[config.mk]
export PLATFORM = sky130hd
export DESIGN_NAME = system_clock_source_select
export DESIGN_NICKNAME = d
export VERILOG_FILES = /design/src/design/clock_select_pkg.sv /design/src/design/system_clock_source_select.sv
export VERILOG_INCLUDE_DIRS = /design/src /design/src/design
export SDC_FILE = /design/constraint.sdc
export NUM_CORES = 1
export LEC_CHECK = 0
export ABC_CLOCK_PERIOD_IN_PS = 1600
export BUFFER_PORTS_ARGS = -buffer_cell sky130_fd_sc_hd__buf_2
export CAP_MARGIN = 20
export CORE_MARGIN = 1
export CORE_UTILIZATION = 41
export CTS_CLUSTER_SIZE = 16
export DETAILED_ROUTE_END_ITERATION = 16
export GPL_TIMING_DRIVEN = 0
export PLACE_DENSITY_LB_ADDON = 0.25
export SLEW_MARGIN = 40
export SYNTH_ARGS = -nofsm -noshare
export SYNTH_HDL_FRONTEND = slang
export SYNTH_SLANG_ARGS = --single-unit
[constraint.sdc]
create_clock -name mclk -period 1.6 [get_ports mclk]
set_input_delay 0.32 -clock mclk [delete_from_list [all_inputs] [get_ports mclk]]
set_output_delay 0.32 -clock mclk [all_outputs]
set_load 0.02 [all_outputs]
[src/design/clock_select_regs.svh]
`ifndef CLOCK_SELECT_REGS_SVH
`define CLOCK_SELECT_REGS_SVH

// Register indices; the byte address is four times the index
`define OSC_CONTROL_IDX 8'hB2
`define OSC_PERIOD_TRIM_IDX 8'hB3

// Control register field positions
`define CTL_READY_BIT 4
`define CTL_CLKSEL_BIT 3
`define CTL_ENABLE_BIT 2
`define CTL_DIV_MSB 1
`define CTL_DIV_LSB 0
`define TRIM_MSB 6

// Reset values
`define OSC_CONTROL_RST 8'h14
`define DIV_RST 2'h0
`define TRIM_RST 7'h00

// Divide select encodings
`define DIV_BY8 2'h0
`define DIV_BY4 2'h1
`define DIV_BY2 2'h2
`define DIV_BY1 2'h3

// Internal oscillator edges to settle after enable or trim change
`define OSC_SETTLE_EDGES 8'h10

`endif

[src/design/clock_select_pkg.sv]
package clock_select_pkg;

    // Register selected by an AHB address phase
    typedef enum logic [1:0] {
        SEL_NONE,
        SEL_TRIM,
        SEL_CONTROL
    } reg_sel_t;

    // Controls driven to the internal oscillator macro
    typedef struct packed {
        logic enable;
        logic [6:0] trim;
    } osc_ctrl_t;

    // Whole state of the clock select block
    typedef struct packed {
        logic [6:0] trim;
        logic trimLoaded;
        logic clkSel;
        logic oscEn;
        logic [1:0] divSel;
        logic actSel;
        logic [1:0] actDiv;
        logic [7:0] settleCnt;
        logic ready;
        logic sysClk;
        logic intSync1;
        logic intSync2;
        logic intPrev;
        logic extSync1;
        logic extSync2;
        logic [2:0] divCnt;
        logic dpWrite;
        reg_sel_t dpSel;
        logic [31:0] rdata;
    } state_t;

endpackage

[src/design/system_clock_source_select.sv]
// Operation
// - Any reset leaves the internal oscillator as the system clock source with no software help.
// - Software can change the internal oscillator period through a writable trim value.
// - On calibrated parts the trim comes out of reset holding the factory value for nominal frequency.
// - The internal oscillator is divided by 1, 2, 4 or 8 as chosen by the two-bit divide select.
// - After reset the divide select holds the divide by eight setting.
// - The sources are the external oscillator, the undivided and the divided internal oscillator.
// - Software can enable and disable the internal oscillator through a control bit.
// - The external oscillator may keep running while unused and can be selected again at any time.
// - A read-only ready flag reads one once the internal oscillator runs at its programmed frequency.
`timescale 1ns/1ps
`default_nettype none
`include "clock_select_regs.svh"

module system_clock_source_select #(
    parameter logic CALIBRATED = 1'b1,
    parameter logic [6:0] UNCAL_TRIM = `TRIM_RST,
    parameter logic [7:0] SETTLE_EDGES = `OSC_SETTLE_EDGES
) (
    // Clock and reset
    input wire logic mclk,
    input wire logic rst_n,
    // AHB-Lite slave
    input wire logic hsel,
    input wire logic [31:0] haddr,
    input wire logic [1:0] htrans,
    input wire logic hwrite,
    input wire logic [2:0] hsize,
    input wire logic [31:0] hwdata,
    input wire logic hready,
    output logic hreadyout,
    output logic [31:0] hrdata,
    output logic hresp,
    // Oscillator inputs
    input wire logic intOscIn,
    input wire logic extOscIn,
    input wire logic [6:0] factoryTrim,
    // Oscillator control and system clock
    output clock_select_pkg::osc_ctrl_t oscCtrl,
    output logic sysClk,
    output logic extSelected
);

    ////////////////////////////////////////////////////////////////////////////////
    // Reset images of the control fields

    // Field values unpacked from the control register reset word
    localparam logic RST_READY = 1'(`OSC_CONTROL_RST >> `CTL_READY_BIT);
    localparam logic RST_CLKSEL = 1'(`OSC_CONTROL_RST >> `CTL_CLKSEL_BIT);
    localparam logic RST_OSCEN = 1'(`OSC_CONTROL_RST >> `CTL_ENABLE_BIT);
    localparam logic [1:0] RST_DIV = 2'(`OSC_CONTROL_RST >> `CTL_DIV_LSB);

    ////////////////////////////////////////////////////////////////////////////////
    // Address decode and register read helpers

    // Maps a byte address onto a register
    function automatic clock_select_pkg::reg_sel_t decodeAddr(input logic [31:0] addr);
        clock_select_pkg::reg_sel_t sel;
        sel = clock_select_pkg::SEL_NONE;
        if (addr == {22'h000000, `OSC_PERIOD_TRIM_IDX, 2'h0}) begin
            sel = clock_select_pkg::SEL_TRIM;
        end else if (addr == {22'h000000, `OSC_CONTROL_IDX, 2'h0}) begin
            sel = clock_select_pkg::SEL_CONTROL;
        end
        return sel;
    endfunction

    // Control register image; bits 7 to 5 read zero
    function automatic logic [7:0] controlImage(input clock_select_pkg::state_t st);
        logic [7:0] img;
        img = 8'h00;
        img[`CTL_READY_BIT] = st.ready;
        img[`CTL_CLKSEL_BIT] = st.clkSel;
        img[`CTL_ENABLE_BIT] = st.oscEn;
        img[`CTL_DIV_MSB:`CTL_DIV_LSB] = st.divSel;
        return img;
    endfunction

    // Read value of a register; unused bits read zero
    function automatic logic [31:0] readReg(input clock_select_pkg::state_t st,
                                            input clock_select_pkg::reg_sel_t sel);
        logic [31:0] val;
        val = 32'h00000000;
        case (sel)
            clock_select_pkg::SEL_TRIM: begin
                val[`TRIM_MSB:0] = st.trim;
            end
            clock_select_pkg::SEL_CONTROL: begin
                val[7:0] = controlImage(st);
            end
            default: begin
                val = 32'h00000000;
            end
        endcase
        return val;
    endfunction

    // Level of a source given selection and synchronised inputs
    function automatic logic srcLevel(input logic selExt, input logic [1:0] div,
                                      input logic intLvl, input logic extLvl,
                                      input logic [2:0] cnt);
        logic lvl;
        lvl = 1'b0;
        if (selExt) begin
            lvl = extLvl;
        end else begin
            case (div)
                `DIV_BY1: lvl = intLvl;
                `DIV_BY2: lvl = cnt[0];
                `DIV_BY4: lvl = cnt[1];
                `DIV_BY8: lvl = cnt[2];
                default: lvl = cnt[2];
            endcase
        end
        return lvl;
    endfunction

    ////////////////////////////////////////////////////////////////////////////////
    // Write and clock switch helpers

    // Data phase write into the addressed register
    function automatic clock_select_pkg::state_t applyWrite(input clock_select_pkg::state_t st,
                                                            input clock_select_pkg::reg_sel_t sel,
                                                            input logic [31:0] wdata);
        clock_select_pkg::state_t nx;
        nx = st;
        case (sel)
            clock_select_pkg::SEL_TRIM: begin
                nx.trim = wdata[`TRIM_MSB:0];
            end
            clock_select_pkg::SEL_CONTROL: begin
                nx.clkSel = wdata[`CTL_CLKSEL_BIT];
                nx.oscEn = wdata[`CTL_ENABLE_BIT];
                nx.divSel = wdata[`CTL_DIV_MSB:`CTL_DIV_LSB];
            end
            default: begin
                nx = st;
            end
        endcase
        return nx;
    endfunction

    // A trim write or a fresh enable restarts the settle count
    function automatic logic writeRestarts(input clock_select_pkg::state_t st,
                                           input clock_select_pkg::reg_sel_t sel,
                                           input logic [31:0] wdata);
        logic rs;
        rs = 1'b0;
        case (sel)
            clock_select_pkg::SEL_TRIM: rs = 1'b1;
            clock_select_pkg::SEL_CONTROL: rs = wdata[`CTL_ENABLE_BIT] & ~st.oscEn;
            default: rs = 1'b0;
        endcase
        return rs;
    endfunction

    // Pending change may be adopted only while old and new levels are low
    function automatic logic switchSafe(input logic pending, input logic curClk, input logic newLvl);
        return pending && !curClk && !newLvl;
    endfunction

    // Address phase accepted on this edge
    function automatic logic phaseTaken(input logic sel, input logic rdy, input logic [1:0] trans);
        return sel & rdy & trans[1];
    endfunction

    ////////////////////////////////////////////////////////////////////////////////
    // State

    clock_select_pkg::state_t s_reg;
    clock_select_pkg::state_t s_next;
    logic intRise;
    logic addrTaken;
    logic restart;
    logic switchReq;
    logic newLevel;

    ////////////////////////////////////////////////////////////////////////////////
    // Next state

    always_comb begin
        s_next = s_reg;
        restart = 1'b0;

        // Internal oscillator: two-flop synchroniser and edge history
        s_next.intSync1 = intOscIn;
        s_next.intSync2 = s_reg.intSync1;
        s_next.intPrev = s_reg.intSync2;
        intRise = s_reg.intSync2 & ~s_reg.intPrev;

        // External oscillator: two-flop synchroniser only
        s_next.extSync1 = extOscIn;
        s_next.extSync2 = s_reg.extSync1;

        // Binary divider clocked by internal oscillator edges
        if (intRise) begin
            s_next.divCnt = s_reg.divCnt + 3'h1;
        end

        // Factory trim caught once after reset release
        if (!s_reg.trimLoaded) begin
            s_next.trimLoaded = 1'b1;
            s_next.trim = CALIBRATED ? factoryTrim : UNCAL_TRIM;
        end

        // AHB address phase capture
        addrTaken = phaseTaken(hsel, hready, htrans);
        s_next.dpWrite = addrTaken & hwrite;
        s_next.dpSel = addrTaken ? decodeAddr(haddr) : clock_select_pkg::SEL_NONE;

        // AHB data phase writes; trim writes and fresh enables restart settling
        if (s_reg.dpWrite) begin
            s_next = applyWrite(s_next, s_reg.dpSel, hwdata);
            restart = writeRestarts(s_reg, s_reg.dpSel, hwdata);
        end

        // Frequency ready flag after a settle count of edges
        if (!s_next.oscEn || restart) begin
            s_next.settleCnt = 8'h00;
            s_next.ready = 1'b0;
        end else if (intRise && !s_reg.ready) begin
            s_next.settleCnt = s_reg.settleCnt + 8'h01;
            if (s_reg.settleCnt >= SETTLE_EDGES - 8'h01) begin
                s_next.ready = 1'b1;
            end
        end

        // Source change waits for both old and new clock low
        switchReq = (s_reg.actSel != s_reg.clkSel) || (s_reg.actDiv != s_reg.divSel);
        newLevel = srcLevel(s_reg.clkSel, s_reg.divSel, s_reg.intSync2, s_reg.extSync2, s_reg.divCnt);
        if (switchSafe(switchReq, s_reg.sysClk, newLevel)) begin
            s_next.actSel = s_reg.clkSel;
            s_next.actDiv = s_reg.divSel;
            s_next.sysClk = 1'b0;
        end else begin
            s_next.sysClk = srcLevel(s_reg.actSel, s_reg.actDiv, s_reg.intSync2, s_reg.extSync2,
                                     s_reg.divCnt);
        end

        // Read data registered for the data phase, seeing same-cycle writes
        if (addrTaken && !hwrite) begin
            s_next.rdata = readReg(s_next, decodeAddr(haddr));
        end else begin
            s_next.rdata = 32'h00000000;
        end
    end

    ////////////////////////////////////////////////////////////////////////////////
    // State register

    // Reset selects the internal oscillator divided by eight
    always_ff @(posedge mclk or negedge rst_n) begin
        if (!rst_n) begin
            s_reg.trim <= `TRIM_RST;
            s_reg.trimLoaded <= 1'b0;
            s_reg.clkSel <= RST_CLKSEL;
            s_reg.oscEn <= RST_OSCEN;
            s_reg.divSel <= RST_DIV;
            s_reg.actSel <= 1'b0;
            s_reg.actDiv <= `DIV_RST;
            s_reg.settleCnt <= 8'h00;
            s_reg.ready <= RST_READY;
            s_reg.sysClk <= 1'b0;

            // Synchronisers and divider
            s_reg.intSync1 <= 1'b0;
            s_reg.intSync2 <= 1'b0;
            s_reg.intPrev <= 1'b0;
            s_reg.extSync1 <= 1'b0;
            s_reg.extSync2 <= 1'b0;
            s_reg.divCnt <= 3'h0;

            // Bus data phase
            s_reg.dpWrite <= 1'b0;
            s_reg.dpSel <= clock_select_pkg::SEL_NONE;
            s_reg.rdata <= 32'h00000000;
        end else begin
            s_reg <= s_next;
        end
    end

    ////////////////////////////////////////////////////////////////////////////////
    // Outputs

    // Zero wait state slave, always OKAY
    assign hreadyout = 1'b1;
    assign hresp = 1'b0;

    // Registered read data
    assign hrdata = s_reg.rdata;

    // Oscillator controls
    assign oscCtrl.enable = s_reg.oscEn;
    assign oscCtrl.trim = s_reg.trim;

    // System clock and active source
    assign sysClk = s_reg.sysClk;
    assign extSelected = s_reg.actSel;

endmodule
`default_nettype wire

---- Word level (Yosys, flattened, before mapping) ----
Cells that the tools add are included.
cells by class
  add/sub/neg operators ................... 2
  order comparisons ....................... 1
  equality and inequality tests ........... 14
  muxes and demuxes ....................... 22
  bitwise logic cells ..................... 7
  reduce and logical (&&, ||, !) cells .... 14
operator list
  cell                    number
  $mux W68                1
  $eq A32 B10 Y1 const B  2
  $mux W9                 2
  $mux W7                 2
  $pmux W7 S2             1
  $eq A2 B2 Y1 const B    6
  $add A8 B1 Y8 const B   1
  $eq A2 B1 Y1 const B    4
  $ge A8 B4 Y1 const B    1
  $mux W2                 4
  $mux W8                 1
  $pmux W1 S4             2
  $mux W3                 2
  $and A1 B1 Y1           5
  $logic_not A1 Y1        5
  $mux W1                 5
  $logic_and A1 B1 Y1     4
  $logic_not A2 Y1        2
  $mux W4                 1
  $add A3 B1 Y3 const B   1
  $logic_or A1 B1 Y1      2
  $ne A2 B2 Y1            1
  $not A1 Y1              2
  $pmux W1 S2             1
  2 further kinds         2
storage, ports and cells
  bits in registers ....................... 68
  output and inout port bits .............. 44

---- Logic depth before layout (Yosys ltp) ----
Gate-level depths: netlist of run 1.
  depth after elaboration ................. 10
  gate-level depth with buffers ........... 7
  depth with buffers taken out ............ 6

---- Worst setup path before layout of run 1 ----
OpenSTA, ideal clock, no wires.
  path kind ............................... reg-to-reg
  from .................................... reg s_reg[57] in the netlist's numbering
  to ...................................... reg s_reg[53] in the netlist's numbering
  setup time .............................. 0.125 ns
  arrival time ............................ 1.584 ns
  path slack .............................. -0.110 ns
  cell stages (with the launch flop) ...... 5
  cell sequence ........................... dfrtp_1 -> mux2_4 -> or3_4 -> a31oi_4 -> mux2_4
on the way
  cells in the longest elaborated chain, start to end .. 6
RTL lines
  element                                     line                               text
  from (decl)                                 system_clock_source_select.sv:170  clock_select_pkg::state_t s_reg;
  from (signal assigned)                      system_clock_source_select.sv:278  s_reg <= s_next;
  $eq A2 B1 Y1, or another cell as far along  system_clock_source_select.sv:107  case (div)
  $pmux W1 S4                                 system_clock_source_select.sv:107
  $mux W1                                     system_clock_source_select.sv:104  if (selExt) begin
  $logic_not A1 Y1                            system_clock_source_select.sv:159  return pending && !curClk && !newLvl;
  $logic_and A1 B1 Y1 *                       system_clock_source_select.sv:159
  $mux W3                                     system_clock_source_select.sv:231  if (switchSafe(switchReq, s_reg.sysClk, newLevel)) begin
Mark *: on every way between the ends. The rest lies on a longest branch, timed or not.
A chain may end at the register's enable or synchronous reset.

---- Final worst setup path of run 1 ----
  from .................................... reg s_reg[57] in the netlist's numbering
  to ...................................... reg s_reg[54] in the netlist's numbering
on the way
  cells in the longest elaborated chain, start to end .. 6
RTL lines
  element                                     line
  $eq A2 B1 Y1, or another cell as far along  system_clock_source_select.sv:107
  $pmux W1 S4                                 system_clock_source_select.sv:107
  $mux W1                                     system_clock_source_select.sv:104
  $logic_not A1 Y1                            system_clock_source_select.sv:159
  $logic_and A1 B1 Y1                         system_clock_source_select.sv:159
  $mux W3                                     system_clock_source_select.sv:231
Several ways; a longest one is shown, not always the timed one.

==> metrics list, run 1 <==
- Excluding fillers, the count of instances in the completed layout stands at 396.
- The netlist uses 46 different library cells.
- The signal on the critical path passes through mux2_4 > or3_4 > a31oi_4 > mux2_4.
- Of the cells placed in the final design, the portion with a size suffix greater than 1 is 45.06%.
- Clk slew on worst S/H paths: 90 ps
- Antenna diodes: 0
* RD Place Congestion: 0.7453
- Post-DRT Antenna Nets: 0
- The internal power of the cells totals 1.993 mW.
- In this run the standard cell core region covers 5540 um2.
* Number of sinks driven by the clock tree: 43
- The final number of max-transition violations came to 0.
- Post-Route Skew: 9.017 ps
* Initial DRT Pass Iterations: 4
- Top flip-flop cell by instance count after synthesis: sky130_fd_sc_hd__dfrtp_1
* Max-capacitance violation count: 0
- Counting flops with an async set or reset pin after synthesis yields a share of 100.0%.
- The worst hold path belongs to the class input port to asynchronous set/reset pin.
- Worst Tran Pin Value: 529.7 ps
- Dpl cells: 387
* Status: finished with violations
- Launching element type of the critical path: register
- Cell type contributing the most total cell area after synthesis: sky130_fd_sc_hd__dfrtp_1
* Area occupied by multi-input gates: 1046 um2
- CP required: 1770 ps
- The die is 77.85 um wide.
- Number of instances in the synthesized netlist: 219
- Largest stage delay on the critical path: 420 ps
- Cell chosen for the clock root: sky130_fd_sc_hd__clkbuf_8
- All-Layer GR Usage: 15.44%
- Min setup slack post-route: -99.17 ps
* CTS H-Tree Depth: 2
- Period Utilization, post-route: 106.2%
* Critical setup path kind: register to register
- The startpoint identified for the worst register-to-register timing path is s_reg[57].
- Counting I/O delays and the setup requirement, the final critical path takes 1699 ps.
- Number of antenna violations at the first check in global routing: 0
* Detailed router's first-iteration violation count: 59
- Static Leakage: 1.567 nW
- Setup violations remaining at the end of the flow were counted as 2.
- Estimated wirelength of the detail-placed design: 3477 um
* Top cells by area in the synthesized netlist: sky130_fd_sc_hd__dfrtp_1, sky130_fd_sc_hd__buf_4, sky130_fd_sc_hd__mux2i_1
- Drt via density: 4.485
- The register with the most flip-flops in the layout has 26 of them.
- Compared with the post-synthesis result, the final layout area differs by 28.17%.
- Global routing finished with a remaining overflow of 0.
- Count of state elements after synthesis: 43
- Portion of total power attributed to sequential cells: 47.3%
- The final hold violation count came to 7.
- Number of buffers on the longest clock path: 2
* Violated checks: negative hold slack, negative setup slack
* Final core area utilization: 54.56%
- Entering global routing, the biggest net connects 44 pins.
- PD cells: 939.4 nW/um2
- Dividing the synthesized area by the synthesized cell count gives 10.77 um2.
* Vertical die dimension: 77.85 um
- Clock tree from TritonCTS: built
* Global-route wire length before repair: 7396 um
- Relative slew slack: 64.69%
- For this run, the register share of the synthesized area comes to 45.73%.
- Area share of the leading cell type in the synthesized netlist: 43.50%
* Part of the power in the clock network: 25.5%
* Count of nets after finishing: 410
- For this design, the slowest cell found on the critical path is sky130_fd_sc_hd__dfrtp_2.
- Post-route standard cell area excluding fillers: 3023 um2
* Detailed-route wire length: 4403 um
- Counting stages on the worst path, the most repeated cell is sky130_fd_sc_hd__mux2_4.
* EDFF count, synth: 0
- In this run the core area contains 27 standard-cell rows.
- Registers take 1081 um2.
* Via count of the first global-routing pass: 1688
- In the routed design, unresolved DRC markers number 0.
- Sum of negative setup slack: -194.0 ps
- 127 I/O pins were placed.
* Setup repair after global routing missed its margin: true
* Maximum net fanout on the critical path: 3
- Yosys warning total: 0
- Dividing the detail-routed wire length by the instance count gives 11.12 um.
* Arrival time at the worst endpoint: 1870 ps
- Number of vias in the routed layout: 1776
- Highest ir drop seen on vdd: 0.5961 mV
* CP Capture Type: register
- Comb pwr share: 27.2%
* Switching part of the total: 29.80%
- For this configuration, the core starts out at a cell density of 42.57%.
- P_sw: 0.8463 mW
- For this run, the top clock speed supported by timing is 0.5885 GHz.
* Total placed instance area: 2899 um2
- Across all hold checks on the routed design, the worst slack comes to -6.446 ps.
- Count of input and output buffers: 70
- Fill cells in the final layout number 539.
- Inserted Clock Buffers: 5
* Insertion delay to the later sink of the worst-skew pair: 290 ps
* Syn Std Cell Area: 2359 um2
- The floorplan step defined a die boundary enclosing 6060 um2.
- The most critical setup path has its startpoint at s_reg[57].
-- synth_stat cells, drive strengths merged (4+ instances only) --
master / count
a21oi: 4
buf: 43
dfrtp: 41
ha: 4
mux2: 8
mux2i: 9
nand2: 15
nand2b: 5
nor2: 16
nor4: 9
o211a: 4
o21ai: 6
xnor2: 10
-- cells in the final DEF (no fill, tap or decap), drive strengths merged, types with 3 or more instances in the layout --
cell type	count
buf	115
dfrtp	41
conb	28
nor2	16
nand2	15
xnor2	10
mux2i	9
nor4	9
mux2	8
clkbuf	7
o21ai	6
nand2b	5
a21oi	4
o211a	4
ha	4
nor3	3
nand3	3
inv	3
-- routing by layer --
metal  up-vias  track usage (%)  share of wire (%)  routed length (um)
li1        888                -                  -                   -
met1       817            18.29                 44                1920
met2        67            27.96                 50                2190
met3         4            3.294                6.0                 263
met4         0            4.151               0.66                  29
met5         -                0                  0                   0
-- layout make-up --
class | instances | area share (%)
inverter | 4 | 0.4967
timing repair buffer | 72 | 12.17
multi-input combinational | 153 | 34.60
tap | 72 | 2.980
buffer | 44 | 10.72
sequential | 43 | 35.76
clock inverter | 2 | 0.5381
clock buffer | 6 | 2.732
-- what timing repair did --
item                                    CTS  global route
endpoints found under the setup margin    2            14
pin swaps                                 1             1
hold buffers                              0             0
setup buffers                             2             0
gates resized for setup                   1             4
gates cloned                              0             0
-- worst paths after layout --
kind | cells past startpoint | end | slack (ps)
max reg2reg | 4 | s_reg[54] | -100
min in group mclk | 1 | s_reg[39] | 140
max | 4 | s_reg[54] | -100
min reg2reg | 0 | s_reg[38] | 350
max in group asynchronous | 1 | s_reg[41] | 1210
min | 1 | sysClk | -6
-- cell families (layout without fill, tap and decap cells) --
logic type	after synthesis	after routing	share of synthesized area, %
multiplexers	18	18	9.071
AO/OA/AOI/OAI	22	22	7.163
AND/OR/NAND/NOR	69	69	16.60
buffers and inverters	49	128	14.54
XOR/XNOR	12	12	4.456
adder cells (fa/ha/maj)	4	4	2.122
flip-flops	43	43	45.73
other	2	28	0.3184
-- per-stage QoR --
stage               power (mW)  setup slack, ps
global route             3.002           -123.2
detailed placement       2.124           -194.4
finish                   2.840           -99.17
CTS                      2.875           -86.16
floorplan                1.907           -89.45
global placement         2.098           -206.9
-- worst max-delay path, delay by kind of cell (launching register included) --
family	cells	cell delay, ps
AO/OA/AOI/OAI	1	190
multiplexers	2	620
flip-flops	1	420
AND/OR/NAND/NOR	1	340
-- power by group through the flow --
| stage | registers (mW) | logic [mW] | clock network (mW) |
|---|---|---|---|
| finish | 1.34 | 0.773 | 0.723 |
| global route | 1.36 | 0.846 | 0.793 |
| CTS | 1.34 | 0.782 | 0.751 |
| detailed placement | 1.36 | 0.764 | 0 |
| global placement | 1.36 | 0.741 | 0 |
| floorplan | 1.36 | 0.549 | 0 |
No activity file was read; power rests on OpenSTA's default activity.
==> run 2: changes to the inputs <==
--- a/config.mk
+++ b/config.mk
@@ -10,11 +10,12 @@
 export BUFFER_PORTS_ARGS = -buffer_cell sky130_fd_sc_hd__buf_2
 export CAP_MARGIN = 20
 export CORE_MARGIN = 1
-export CORE_UTILIZATION = 41
+export CORE_UTILIZATION = 40
 export CTS_CLUSTER_SIZE = 16
 export DETAILED_ROUTE_END_ITERATION = 16
 export GPL_TIMING_DRIVEN = 0
 export PLACE_DENSITY_LB_ADDON = 0.25
+export SKIP_CTS_REPAIR_TIMING = 1
 export SLEW_MARGIN = 40
 export SYNTH_ARGS = -nofsm -noshare
 export SYNTH_HDL_FRONTEND = slang
==> metrics list, run 2 (same netlist as run 1, synthesis figures left out) <==
- Hold timing on the final database bottoms out at a slack of 5.930 ps.
* Crit-path slowest cell: sky130_fd_sc_hd__dfrtp_2
- The count of cells in the finished layout, fillers not included, comes to 396.
* Post-Route Skew: 2.145 ps
- On the worst path, the slowest cell contributes a delay of 440 ps.
- PD cells: 971.6 nW/um2
- The die covers 6207 um2.
- Estimated wirelength of the detail-placed design: 3512 um
- Worst Tran Pin Value: 541.5 ps
* Filler cell count: 550
- Clock-pin slew was measured on the worst setup and hold paths at 80 ps.
- Effective utilization at floorplan: 42.06%
* Post-DRT Antenna Nets: 0
* Setup repair after global routing missed its margin: true
* Number of max-slew violations in the final report: 0
- Insertion delay to the later sink of the worst-skew pair: 280 ps
* Peak-usage layer in the global routing report: met2
* Number of failing hold endpoints at the final stage: 0
- Critical setup path kind: register to register
* Congestion Overflow GR: 0
* Leading cell type in the layout, fill and taps excluded: sky130_fd_sc_hd__buf_2
* Time the worst path needs with I/O delays and setup: 1705 ps
- Worst r2r path cells: 4
- In this run, CTS created clock tree buffers numbering 5.
* Area occupied by multi-input gates: 1047 um2
* Drt via density: 4.472
- Violated checks: negative setup slack
- Capture point of the worst reg-to-reg path: s_reg[53]
- Die extent in x: 78.79 um
- Slack of the worst reg-to-reg path: -100 ps
* Grt met1 use: 18.33%
* CP most frequent cell: sky130_fd_sc_hd__mux2_4
* Via count of the first global-routing pass: 1720
- Reg-to-reg startpoint: s_reg[57]
- The critical path goes through mux2_4 > or3_4 > a31oi_4 > mux2_4.
- After detailed routing, the number of remaining DRC violations is 0.
- Peak clock frequency supported by timing: 0.5866 GHz
- Setup violations remaining at the end of the flow were counted as 2.
- Period Utilization, post-route: 106.5%
* Global-route wire length before repair: 7562 um
* Count of standard-cell rows: 27
- Crit path max-delay family: multiplexers
- Relative to the synthesized area, the layout overhead comes to 29.02%.
- Measured against its own limit, the worst slew margin works out to 63.90%.
* Cell chosen for the clock root: sky130_fd_sc_hd__clkbuf_8
* CP Capture Type: register
- Number of sinks driven by the clock tree: 43
- The worst-case IR drop observed on VDD is 0.4924 mV.
* Crit path buf inv count: 0
- Max-cap violations in this run came to 0.
* Number of antenna violations at the first check in global routing: 0
* Layout cells sized above 1: 45.37%
- Global routing used 28.26% of the available met2 tracks.
- Initial DRT Pass Iterations: 4
- Number of vias in the routed layout: 1771
- Flip-flop count of the largest register, all copies and words added: 26
- Pin count of the biggest net entering global routing: 44
* Min setup slack post-route: -104.6 ps
* Detailed router's first-iteration violation count: 38
- In this run, placement finished with an instance count of 387.
* Clock tree from TritonCTS: built
- The min-delay analysis places its worst path in the category input port to asynchronous set/reset pin.
- STA classifies the critical path startpoint as a register.
- All-Layer GR Usage: 15.54%
* Count of input and output buffers: 70
- In this run the worst path has a maximum fanout of 4.
- After detailed routing, the average wire length per cell comes to 11.51 um.
* Vertical die dimension: 78.79 um
- The clock tree synthesis step divided the H-tree into 2 levels.
* M3 GR Usage: 3.908%
- The routed design has 4557 um of wire.
- The repair_antennas step left the layout with diodes totalling 0.
- RD Place Congestion: 0.7527
- For this run, the post-layout net count is 410.
* Register Area: 1081 um2
- The library cells used most frequently in the layout, excluding fill and tap cells, are sky130_fd_sc_hd__buf_2, sky130_fd_sc_hd__buf_4, sky130_fd_sc_hd__dfrtp_1.
- The core region is 5608 um2.
- Arrival time at the worst endpoint: 1880 ps
- The flow ran to the end, but the final reports show violations.
- CP required: 1780 ps
* I/O pins: 127
- The clock passes through at most 2 buffers.
- In this run the static leakage power is 1.582 nW.
run 2: how the worst max path moves through the flow:
stage          slack [ps]  startpoint  depth (start not counted)        end
2_1_floorplan         -90   s_reg[57]                          4  s_reg[53]
3_3_place_gp         -190   haddr[15]                          5  hrdata[4]
3_5_place_dp         -210   haddr[15]                          5  hrdata[4]
4_1_cts              -200   s_reg[57]                          4  s_reg[53]
5_1_grt              -150   s_reg[57]                          4  s_reg[54]
6_report             -100   s_reg[57]                          4  s_reg[53]
run 2: final cells by class:
class	instances	area share, %
well taps	72	2.961
plain buffers	44	10.65
clock inverters	2	1.151
clock buffers	6	2.714
inverters	4	0.4934
flip-flops and latches	43	35.53
repair buffers	72	12.09
multi-input cells	153	34.42
run 2: power by group:
| part | internal [mW] | switching (mW) |
|---|---|---|
| registers | 1.21 | 0.131 |
| clock network | 0.505 | 0.353 |
| logic | 0.419 | 0.337 |
| total | 2.14 | 0.821 |
run 2: per-layer routing:
metal / vias to the layer above / part of all wire, %
met5: - / 0
met4: 0 / 0.70
met3: 4 / 6.4
met2: 67 / 51
met1: 814 / 42
li1: 886 / -
run 2: through the flow:
step           setup TNS, ps  instance area [um2]  power, mW  worst slack [ps]  util, %
2_1_floorplan         -178.9                 2456      1.907            -89.45        -
3_3_place_gp           -1174                 2897      2.098            -185.0    51.65
3_5_place_dp           -1458                 2899      2.118            -211.2    51.70
4_1_cts               -417.2                 3017      2.992            -200.4    53.79
5_1_grt               -289.2                 3043      3.137            -145.2    54.26
6_report              -208.1                 3043      2.957            -104.6    54.26
==> run 3: changes to the inputs <==
--- a/config.mk
+++ b/config.mk
@@ -9,6 +9,7 @@
 export ABC_CLOCK_PERIOD_IN_PS = 1600
 export BUFFER_PORTS_ARGS = -buffer_cell sky130_fd_sc_hd__buf_2
 export CAP_MARGIN = 20
+export CORE_ASPECT_RATIO = 1.5
 export CORE_MARGIN = 1
 export CORE_UTILIZATION = 40
 export CTS_CLUSTER_SIZE = 16
==> metrics list, run 3 (same netlist as run 1, synthesis figures left out) <==
- Number of buffers on the longest clock path: 2
- Violated checks: negative hold slack, negative setup slack
* Layout cells sized above 1: 45.68%
* Via count of the first global-routing pass: 1703
* Pin count of the biggest net entering global routing: 44
- The register with the most flip-flops in the layout has 26 of them.
- For this design the ratio of total power to cell area is 946.6 nW/um2.
* Inserted Clock Buffers: 5
* Time the worst path needs with I/O delays and setup: 1692 ps
- Static Leakage: 1.572 nW
* Filler cell count: 536
- Post-DRT Antenna Nets: 0
* Count of input and output buffers: 70
- The run finished, with violations left.
- Worst r2r path cells: 4
- After clock tree synthesis, the clock-pin slew on the worst setup and hold paths is 90 ps.
- In this run the cell area measured after placement is 2897 um2.
- In the layout the commonest cells are sky130_fd_sc_hd__buf_2, sky130_fd_sc_hd__buf_4, sky130_fd_sc_hd__dfrtp_1.
- The worst setup path is captured at a register.
- For the worst-skew pair, the clock arrives at the later sink with an insertion delay of 300 ps.
* Post-route standard cell area excluding fillers: 3022 um2
* CTS H-Tree Depth: 2
* Launching element type of the critical path: register
- Relative slew slack: 63.91%
- Slack of the worst reg-to-reg path: -90 ps
- Count of nets after finishing: 410
- Capture point of the worst reg-to-reg path: s_reg[54]
- Final-report setup violation count: 2
- TritonCTS built the clock tree.
- Post-Route Skew: 4.507 ps
- The most critical setup path has its startpoint at s_reg[57].
- For this block, the via count after detailed routing is 1771.
* Overall die area: 6214 um2
- Across all setup checks in the final design, the least slack found is -92.34 ps.
- Global-route wire length before repair: 7431 um
* P&R area growth vs syn: 28.12%
- Summing internal, switching and leakage power gives 2.860 mW.
- Highest ir drop seen on vdd: 0.4473 mV
- Wire per inst: 11.54 um
* Core box area: 5574 um2
- After layout, the worst path uses 105.8% of the clock period.
- Critical setup path kind: register to register
* Number of antenna violations at the first check in global routing: 0
* Congestion Overflow GR: 0
- Count of standard-cell rows: 33
* Reg-to-reg startpoint: s_reg[57]
- Estimated wirelength of the detail-placed design: 3574 um
- In the routed layout, each cell is associated on average with a via count of 4.495.
- For this design, the sink count on the clock tree is 43.
* CP required: 1790 ps
- I/O pins: 127
- The final number of max-transition violations is 0.
- Tightest Hold Check Type: input port to asynchronous set/reset pin
- Detailed router's first-iteration violation count: 50
* Detailed-route wire length: 4548 um
- All-Layer GR Usage: 16.30%
- Peak clock frequency supported by timing: 0.5909 GHz
- The first TritonRoute pass finished after 4 iterations.
* Arrival time at the worst endpoint: 1890 ps
* Leading cell type in the layout, fill and taps excluded: sky130_fd_sc_hd__buf_2
* Setup repair after global routing missed its margin: true
* Cell chosen for the clock root: sky130_fd_sc_hd__clkbuf_8
- The tool flagged a number of max-cap violations equal to 0.
- Effective utilization at floorplan: 42.31%
* Worst hold slack across all endpoints: -12.09 ps
- Vertical die dimension: 96.05 um
- For the pin with the worst max-slew slack, the measured transition is 541.3 ps.
- Antenna diodes: 0
* Maximum net fanout on the critical path: 3
- The die is 64.70 um wide.
- Number of failing hold endpoints at the final stage: 17
* Count of unresolved DRC violations after routing: 0
* Sum of negative setup slack: -179.5 ps
- The most critical setup path has its endpoint at s_reg[54].
* RD Place Congestion: 0.7381
## run 3: cell types whose count changed in the layout (fill, tap and decap cells not counted), sizes merged
cell,change
inv,+3
bufinv,-1
clkbuf,-1
clkinv,-1
## run 3: final cells by class
| type | count | area [um2] | share of cell area [%] |
|---|---|---|---|
| Sequential cell | 43 | 1081 | 35.78 |
| Timing Repair Buffer | 72 | 367.9 | 12.17 |
| Buffer | 44 | 324.1 | 10.72 |
| Inverter | 4 | 15.01 | 0.4969 |
| Clock buffer | 5 | 68.82 | 2.277 |
| Multi-Input combinational cell | 153 | 1051 | 34.78 |
| Tap cell | 70 | 87.58 | 2.899 |
| Clock inverter | 3 | 26.28 | 0.8696 |
## run 3: worst min path at each step
stage,startpoint,endpoint,slack (ps),cells past startpoint
3_3_place_gp,s_reg[42],s_reg[41],330,0
5_1_grt,rst_n,s_reg[39],30,1
3_5_place_dp,rst_n,extSelected,340,1
6_report,rst_n,extSelected,-10,1
2_1_floorplan,rst_n,extSelected,20,0
4_1_cts,rst_n,extSelected,5,1
## run 3: routing by layer
layer	global-route usage, %	vias to the layer above	share of wire (%)
li1	-	885	-
met1	16.42	807	37
met2	31.05	73	54
met3	3.436	6	6.6
met4	8.333	0	2.1
met5	0	-	0
## run 3: stage by stage
stage / hold WS [ps] / cells / setup WS (ps) / utilization [%]
3_3_place_gp: 331.4 / 385 / -156.6 / 51.92
4_1_cts: 5.152 / 393 / -197.7 / 53.67
2_1_floorplan: 24.41 / 245 / -89.45 / -
5_1_grt: 32.81 / 394 / -134.7 / 54.21
3_5_place_dp: 335.6 / 385 / -179.5 / 51.96
6_report: -12.09 / 394 / -92.34 / 54.21
## run 3: critical path, stage by stage, from the launching register on
cell	delay (ps)
sky130_fd_sc_hd__dfrtp_2	430
sky130_fd_sc_hd__mux2_4	310
sky130_fd_sc_hd__or3_4	340
sky130_fd_sc_hd__a31oi_4	180
sky130_fd_sc_hd__mux2_4	320
## run 3: power by group
group | switching (mW) | total [mW] | internal (mW)
Clock | 0.419 | 0.743 | 0.324
Combinational | 0.346 | 0.778 | 0.432
Sequential | 0.128 | 1.34 | 1.21
